==> config.mk <==
export PLATFORM = sky130hd
export DESIGN_NAME = gfs_supervisor
export DESIGN_NICKNAME = d
export VERILOG_FILES = /design/src/gfs_pkg.sv /design/src/gfs_supervisor.sv /design/src/gfs_sampler.sv
export SDC_FILE = /design/constraint.sdc
export NUM_CORES = 1
export LEC_CHECK = 0
export ABC_CLOCK_PERIOD_IN_PS = 1500
export BUFFER_PORTS_ARGS = -buffer_cell sky130_fd_sc_hd__buf_2
export CAP_MARGIN = 20
export CORE_UTILIZATION = 29
export DETAILED_ROUTE_END_ITERATION = 12
export HOLD_SLACK_MARGIN = 0.03
export SETUP_SLACK_MARGIN = 0.02
export SYNTH_ARGS = -nofsm -noshare
export SYNTH_HDL_FRONTEND = slang
export SYNTH_SLANG_ARGS = --single-unit
==> constraint.sdc <==
create_clock -name clk -period 1.5 [get_ports clk]
set_input_delay 0 -clock clk [delete_from_list [all_inputs] [get_ports clk]]
set_output_delay 0 -clock clk [all_outputs]
set_load 0.1 [all_outputs]
==> src/gfs_pkg.sv <==
// Behaviour
// - default mode drives each gate output straight from its optical input.
// - gates derive from optical commands; optional mode decodes a switching state.
// - fault overrides commands with blocked or short-circuit state per config and cause.
// - fault flag outputs reflect latched fast and slow sampler indications.
// - global error output is high normally, low as soon as any fault.
// - tripped fault clears only on manual push-button acknowledge.
// - fast sampler checks voltage and current at about 150 ksps against thresholds.
// - slow sampler flags temperature or supply out of range at 1 ksps.
// - default trips: current above 30 A, half-bus above 450 V, heatsink above 90 C.
// - supply fault when 5 V rail below 4.5 V or above 5.5 V.
package gfs_pkg;
  localparam int unsigned CLK_HZ         = 50000000;
  localparam int unsigned FAST_SPS       = 150000;
  localparam int unsigned FAST_DIV       = CLK_HZ / FAST_SPS;
  localparam logic [8:0]  FAST_DIV_LAST  = 9'(FAST_DIV - 1);
  localparam int unsigned SLOW_SPS       = 1000;
  localparam int unsigned SLOW_DIV       = CLK_HZ / SLOW_SPS;
  localparam logic [15:0] SLOW_DIV_LAST  = 16'(SLOW_DIV - 1);
  // thresholds in sampler units: 0.1 A, 1 V, 1 C, 10 mV
  localparam logic [11:0] I_LIMIT        = 12'h12C;
  localparam logic [11:0] V_LIMIT        = 12'h1C2;
  localparam logic [11:0] T_LIMIT        = 12'h05A;
  localparam logic [11:0] SUP_LOW        = 12'h1C2;
  localparam logic [11:0] SUP_HIGH       = 12'h226;
  localparam logic [3:0]  GATE_BLOCKED   = 4'h0;
  localparam logic [3:0]  GATE_SHORT     = 4'hF;
  localparam logic [3:0]  FLAGS_RESET    = 4'h0;
  localparam int unsigned FLAG_CUR       = 0;
  localparam int unsigned FLAG_VOLT      = 1;
  localparam int unsigned FLAG_TEMP      = 2;
  localparam int unsigned FLAG_SUP       = 3;
  typedef enum logic [1:0] {GFS_ST_P, GFS_ST_O, GFS_ST_N, GFS_ST_OFF} gfs_state_t;
endpackage

==> src/gfs_supervisor.sv <==
`timescale 1ns/1ps
module gfs_supervisor (
  input  wire logic        clk,
  input  wire logic        rst_n,
  input  wire logic [3:0]  opt_gate,
  input  wire logic        decode_mode,
  input  wire logic        short_on_fault,
  input  wire logic [11:0] cur_mag,
  input  wire logic [11:0] vdc_up,
  input  wire logic [11:0] vdc_low,
  input  wire logic [11:0] temp,
  input  wire logic [11:0] sup_5v,
  input  wire logic        ack_btn,
  output logic      [3:0]  gate_q,
  output logic      [3:0]  fault_flags_q,
  output logic             error_n_q
);
  logic [8:0]  fast_cnt_q;
  logic [15:0] slow_cnt_q;
  logic        fast_en_q;
  logic        slow_en_q;
  logic        ack_q;
  wire  logic [3:0] fast_hit;
  wire  logic [3:0] slow_hit;
  wire  logic [3:0] hits;
  wire  logic [3:0] flags_d;
  wire  logic       ack_rise;
  wire  logic [3:0] decoded;
  wire  logic [3:0] normal_gate;
  wire  logic [3:0] fault_gate;
  wire  logic       short_ok;

  function automatic logic [3:0] gfs_decode(input logic [1:0] st);
    case (gfs_pkg::gfs_state_t'(st))
      gfs_pkg::GFS_ST_P: gfs_decode = 4'h3;
      gfs_pkg::GFS_ST_O: gfs_decode = 4'h6;
      gfs_pkg::GFS_ST_N: gfs_decode = 4'hC;
      default:           gfs_decode = 4'h0;
    endcase
  endfunction

  // sample rate enables
  always_ff @(posedge clk or negedge rst_n) begin
    if (!rst_n) begin
      fast_cnt_q <= 9'h000;
      fast_en_q  <= 1'b0;
    end else begin
      fast_en_q  <= (fast_cnt_q == gfs_pkg::FAST_DIV_LAST);
      fast_cnt_q <= (fast_cnt_q == gfs_pkg::FAST_DIV_LAST) ? 9'h000 : fast_cnt_q + 9'h001;
    end
  end

  always_ff @(posedge clk or negedge rst_n) begin
    if (!rst_n) begin
      slow_cnt_q <= 16'h0000;
      slow_en_q  <= 1'b0;
    end else begin
      slow_en_q  <= (slow_cnt_q == gfs_pkg::SLOW_DIV_LAST);
      slow_cnt_q <= (slow_cnt_q == gfs_pkg::SLOW_DIV_LAST) ? 16'h0000 : slow_cnt_q + 16'h0001;
    end
  end

  // fast sampler: current and voltage
  gfs_sampler u_fast_sampler (
    .clk       (clk),
    .rst_n     (rst_n),
    .sample_en (fast_en_q),
    .cur_mag   (cur_mag),
    .vdc_up    (vdc_up),
    .vdc_low   (vdc_low),
    .temp      (12'h000),
    .sup_5v    (gfs_pkg::SUP_LOW),
    .hit_q     (fast_hit)
  );

  // slow sampler: temperature and supply
  gfs_sampler u_slow_sampler (
    .clk       (clk),
    .rst_n     (rst_n),
    .sample_en (slow_en_q),
    .cur_mag   (12'h000),
    .vdc_up    (12'h000),
    .vdc_low   (12'h000),
    .temp      (temp),
    .sup_5v    (sup_5v),
    .hit_q     (slow_hit)
  );

  assign hits     = fast_hit | slow_hit;
  assign ack_rise = ack_btn & ~ack_q;

  // acknowledge edge detect, idles low like the button
  always_ff @(posedge clk or negedge rst_n) begin
    if (!rst_n) begin
      ack_q <= 1'b0;
    end else begin
      ack_q <= ack_btn;
    end
  end

  // one latch per flag; set wins over acknowledge
  for (genvar f = 0; f < 4; f++) begin : g_flag
    assign flags_d[f] = hits[f] | (~ack_rise & fault_flags_q[f]);
    always_ff @(posedge clk or negedge rst_n) begin
      if (!rst_n) begin
        fault_flags_q[f] <= gfs_pkg::FLAGS_RESET[f];
      end else begin
        fault_flags_q[f] <= flags_d[f];
      end
    end
  end

  // global error line, low while any flag stands
  always_ff @(posedge clk or negedge rst_n) begin
    if (!rst_n) begin
      error_n_q <= 1'b1;
    end else begin
      error_n_q <= ~(|flags_d);
    end
  end

  assign decoded     = gfs_decode(opt_gate[1:0]);
  assign normal_gate = decode_mode ? decoded : opt_gate;
  // short circuit only for voltage/temperature/supply causes, never overcurrent
  assign short_ok    = short_on_fault & ~flags_d[gfs_pkg::FLAG_CUR];
  assign fault_gate  = short_ok ? gfs_pkg::GATE_SHORT : gfs_pkg::GATE_BLOCKED;

  always_ff @(posedge clk or negedge rst_n) begin
    if (!rst_n) begin
      gate_q <= gfs_pkg::GATE_BLOCKED;
    end else begin
      gate_q <= (|flags_d) ? fault_gate : normal_gate;
    end
  end
endmodule

==> src/gfs_sampler.sv <==
`timescale 1ns/1ps
module gfs_sampler (
  input  wire logic        clk,
  input  wire logic        rst_n,
  input  wire logic        sample_en,
  input  wire logic [11:0] cur_mag,
  input  wire logic [11:0] vdc_up,
  input  wire logic [11:0] vdc_low,
  input  wire logic [11:0] temp,
  input  wire logic [11:0] sup_5v,
  output logic      [3:0]  hit_q
);
  wire logic [3:0] hit_d;
  assign hit_d[gfs_pkg::FLAG_CUR]  = cur_mag > gfs_pkg::I_LIMIT;
  assign hit_d[gfs_pkg::FLAG_VOLT] = (vdc_up > gfs_pkg::V_LIMIT) || (vdc_low > gfs_pkg::V_LIMIT);
  assign hit_d[gfs_pkg::FLAG_TEMP] = temp > gfs_pkg::T_LIMIT;
  assign hit_d[gfs_pkg::FLAG_SUP]  = (sup_5v < gfs_pkg::SUP_LOW) || (sup_5v > gfs_pkg::SUP_HIGH);
  always_ff @(posedge clk or negedge rst_n) begin
    if (!rst_n) begin
      hit_q <= gfs_pkg::FLAGS_RESET;
    end else if (sample_en) begin
      hit_q <= hit_d;
    end
  end
endmodule

## Word-level counts from Yosys, hierarchy flattened

Cells that the tools add are included.

- Multiplexer cells: 6
- Equality and inequality tests: 4
- Bitwise operators: 15
- Add/sub/neg operators: 2
- $lt $le $gt $ge: 6
- Reduce and logical (&&, ||, !) cells: 4

Operators by type and width:

| operator | number |
|---|---|
| $gt A12 B9 Y1 const B | 3 |
| $add A16 B1 Y16 const B | 1 |
| $eq A16 B16 Y1 const B | 1 |
| $mux W16 | 1 |
| $gt A12 B10 Y1 const B | 1 |
| $gt A12 B7 Y1 const B | 1 |
| $lt A12 B9 Y1 const B | 1 |
| $mux W4 | 3 |
| $pmux W4 S3 | 1 |
| $add A9 B1 Y9 const B | 1 |
| $eq A9 B9 Y1 const B | 1 |
| $mux W9 | 1 |
| $and A1 B1 Y1 | 6 |
| $not A1 Y1 | 4 |
| $or A1 B1 Y1 | 4 |
| $or A2 B4 Y4 | 1 |
| $reduce_or A4 Y1 | 1 |
| $eq A2 B1 Y1 const B | 1 |
| $eq A2 B2 Y1 const B | 1 |
| $logic_not A2 Y1 | 1 |
| $logic_or A1 B1 Y1 | 2 |

- Input bits: 69
- Flip-flop bits (word level): 41

## Depth between registers and ports, before layout

- Depth in word-level cells: 9
- Depth in mapped cells: 7

## Hierarchy

Synthesis repeated with hierarchy kept, for this count alone.

- Cell total of the unflattened synthesis: 231
- Area total of the unflattened synthesis: 2,326.0 µm²

Modules (own cells, without submodules):

| module | times used | cells each | area each (µm²) | seq. area each (µm²) |
|---|---|---|---|---|
| gfs_supervisor | 1 | 151 | 1,680.4 | 927.1 |
| gfs_sampler | 2 | 40 | 322.8 | 100.1 |

## Worst setup path before layout

Ideal clock, no wire load.

- Path type: register to register
- From: register fault_flags_q[2]
- To: register gate_q[1]
- Data required time: 1.373 ns
- Cell stages (with the launch flop): 5
- Period minus slack after synthesis: 1.677 ns
- Setup slack: -0.177 ns
- Path buffers: 1
- Arrival: 1.550 ns
- Cell sequence: dfrtp_1 > a21oi_1 > and4_1 > buf_2 > mux2i_1

- Cells in the longest elaborated chain, start to end: 4

RTL lines:

| what | line | text |
|---|---|---|
| start: declaration | gfs_supervisor.sv:15 | `output logic [3:0] fault_flags_q,` |
| start signal: indexed assignment | gfs_supervisor.sv:106 | `fault_flags_q[f] <= gfs_pkg::FLAGS_RESET[f];` |
| start signal: indexed assignment | gfs_supervisor.sv:108 | `fault_flags_q[f] <= flags_d[f];` |
| $and A1 B1 Y1 | gfs_supervisor.sv:103 | `assign flags_d[f] = hits[f] \| (~ack_rise & fault_flags_q[f]);` |
| $or A1 B1 Y1 | gfs_supervisor.sv:103 |  |
| $reduce_or A4 Y1 | gfs_supervisor.sv:132 | `gate_q <= (\|flags_d) ? fault_gate : normal_gate;` |
| $mux W4 | gfs_supervisor.sv:132 |  |
| end signal: assignment | gfs_supervisor.sv:130 | `gate_q <= gfs_pkg::GATE_BLOCKED;` |
| end signal: assignment | gfs_supervisor.sv:132 |  |
| end: declaration | gfs_supervisor.sv:14 | `output logic [3:0] gate_q,` |

Every way passes these cells.
A chain may end at the register's enable or synchronous reset.

## Worst setup path after layout

- From: register slow_cnt_q[8]
- To: register slow_cnt_q[14]

- Cells in the longest elaborated chain, start to end: 2
- Elaborated cells between the ends (all ways): 3
- Classes of those cells: 1 x add/sub; 1 x eq/ne; 1 x mux

RTL lines:

| what | line | text |
|---|---|---|
| start: declaration | gfs_supervisor.sv:19 | `logic [15:0] slow_cnt_q;` |
| start signal: assignment | gfs_supervisor.sv:59 | `slow_cnt_q <= (slow_cnt_q == gfs_pkg::SLOW_DIV_LAST) ? 16'h0000 : slow_cnt_q + 16'h0001;` |
| $add A16 B1 Y16 or $eq A16 B16 Y1 (tied branches) | gfs_supervisor.sv:59 |  |
| $mux W16 (*) | gfs_supervisor.sv:59 |  |

Every way passes the cells marked *; elsewhere a longest branch is shown, timed or not.

==> metrics.cfg <==
[routing]
wl_per_cell_um=11.91
dr.pass1.iters=8
antenna_left=0
drtIter0Drc=66
wirelength_um=4453
drcViolationCount=7
vias=1771
viasPerCell=4.735

[synthesis]
synth_top_area_share_pct=50.19
netlist_instances=193
ys_ff_latch=41
synthTopCellsByCount=dfrtp_1 (40), nor2_1 (27), nand2_1 (12)
syn-num-nets=269
syn_avg_cell_area_um2=10.33
yosysMostFrequentCell=dfrtp_1
synth.distinct_cells=39
async_flop_share_pct=100.0
synth-seq-area-share_pct=51.51
yosysWarnings=0
synth_edf_count=0
ys.flop_type=dfrtp_1
netlist_area_um2=1994
synth_top_area_cell=dfrtp_1
synth_area_leaders=dfrtp_1 (50%), nor2_1 (5.1%), ha_1 (4.4%)

[worst_hold_path]
hold_class=in2reg

[timing]
finalHoldViolCount=0
tightestPinTransition_ns=0.4918
finalCriticalPeriod_ns=1.424
fmax_ghz=0.7021
setup_viol=0
fin_crit_sh_pct=94.95
rsz0062_at_grt=yes
drv_slew=0
fin_skew_ns=0.01011
maxSlewHeadroom_pct=67.44

[setup_path]
critPathMaxFanout=5
start_kind=flop
crit_chain=nand4_4 -> or2_1 -> or3_4 -> a21oi_2
arrival_ns=1.65
critPathKind=reg2reg
crit_required_ns=1.72
worst_path_largest_cell_delay_ns=0.48
endpoint_kind=flop
slowest_stage=dfrtp_1

[clock_network]
clock_latency_ns=0.29
ctsRootBufferMaster=clkbuf_8
clock-sinks=41
path_clk_slew_ns=0.07
cts_max_path_buffers=2
cts_tree=built
h-tree-depth=2
cts_buffers=5

[final_layout]
diodes=0
stdcell_area_um2=2849
nNetsFinal=372
final_util_pct=43.86
drive_above_1_share_pct=39.73
area_delta_synth_final_pct=42.85

[floorplanning]
io_pins=78
row_count=29
coreArea_um2=6495
die-area_um2=7213
die_x_um=84.93
start_util_pct=30.71
die_h_um=84.93

[global_route]
grt_max_degree=25
grt_first_pass_wirelength_um=7369
track_usage_pct=12.74
antenna_found_initial=0
grt-ovfl-total=0
grt_pass1_vias=1777

[status]
violations=design-rule violations
outcome=complete, but fails checks

[placement]
gp_congestion=0.8217
placed_cell_area_um2=2537
dp_hpwl_um=3256
io_buffers=77

[power]
peakVddDrop_mv=0.3187
powerDensity_nw_per_um2=749.2
cellLeakagePower_uw=0.001357

[job]
cap_violations=0

[cell type report]
cell class              instances  area, µm²
well taps                      77      96.34
inverters                      10      37.54
flip-flops and latches         41       1035
clock inverters                 2      35.03
multi-input cells             138      974.7
repair buffers                100      598.1
clock buffers                   6      72.57
fillers                       612       3646
[cell usage in the layout, fill, tap and decap left out, drive strengths merged, types with 3 or more instances in the layout]
cell	n
a21oi	8
a41oi	3
buf	89
clkbuf	6
dfrtp	40
dlygate4sd3	11
ha	7
inv	10
mux2i	7
nand2	12
nand3	10
nand4	6
nor2	27
nor3	5
nor4	3
nor4b	3
o21ai	7
xnor2	7
xor2	10
[final timing paths]
check                                                    start                                  end  slack [ns]  depth (start not counted)
max                                    slow_cnt_q[8]$_DFF_PN0_             slow_cnt_q[14]$_DFF_PN0_        0.08                          4
min in group asynchronous                                rst_n  u_slow_sampler.hit_q[3]$_DFFE_PN0P_        0.18                          2
max in group asynchronous                                rst_n                  error_n_q$_DFF_PN1_        0.77                          3
min reg2reg                u_slow_sampler.hit_q[3]$_DFFE_PN0P_           fault_flags_q[3]$_DFF_PN0_        0.49                          2
min                                                 vdc_low[8]  u_fast_sampler.hit_q[1]$_DFFE_PN0P_        0.03                          3
max reg2reg                            slow_cnt_q[8]$_DFF_PN0_             slow_cnt_q[14]$_DFF_PN0_        0.08                          4
[metal layers]
metal	vias to the layer above	wire, µm	global-route usage [%]
li1	879	-	-
met1	846	1923	14.36
met2	40	2255	23.36
met3	6	231	3.210
met4	0	43	4.468
met5	-	0	0
[state kept, by name (all words and copies together) (netlist names)]
signal,flops
u_slow_sampler.hit_q,2
ack_q,1
error_n_q,1
fast_cnt_q,9
u_fast_sampler.hit_q,2
gate_q,4
slow_cnt_q,16
fault_flags_q,4
slow_en_q,1
fast_en_q,1
[cell families after synthesis]
kind of cell             share of synthesized area, %
AND/OR/NAND/NOR                                 21.90
XOR/XNOR                                        7.465
buffers and inverters                           3.074
AO/OA/AOI/OAI                                   7.591
adder cells (fa/ha/maj)                         4.391
flip-flops                                      51.51
multiplexers                                    4.078
[power breakdown]
group	switching (µW)	internal, µW
Sequential	0.243	1110
Clock	358	494
Combinational	74.6	102
Total	433	1700
[repair_timing]
action	CTS	global route
setup buffers	0	3
hold endpoints to repair	48	0
setup endpoints to repair	6	14
resized for setup	1	19
pin swaps	0	3
hold buffers	11	0
[stage by stage]
| step | cells | setup slack [ns] | total power [µW] | setup TNS, ns | hold slack (ns) |
|---|---|---|---|---|---|
| 3_5_place_dp | 352 | 0.05700 | 1288 | 0 | -0.03638 |
| 4_1_cts | 371 | 0.02295 | 2169 | 0 | 0.03560 |
| 3_3_place_gp | 352 | 0.06088 | 1285 | 0 | -0.03765 |
| 6_report | 374 | 0.07575 | 2134 | 0 | 0.02889 |
| 2_1_floorplan | 193 | -0.01826 | 1162 | -0.01826 | -0.2956 |
| 5_1_grt | 374 | 0.002918 | 2240 | 0 | 0.05137 |
[critical path: cells and delay by family, from the launching register on]
family | cells | cell delay, ns
simple gates | 3 | 0.74
flops | 1 | 0.48
compound gates | 1 | 0.14
Power figures use the tool's default switching activity.
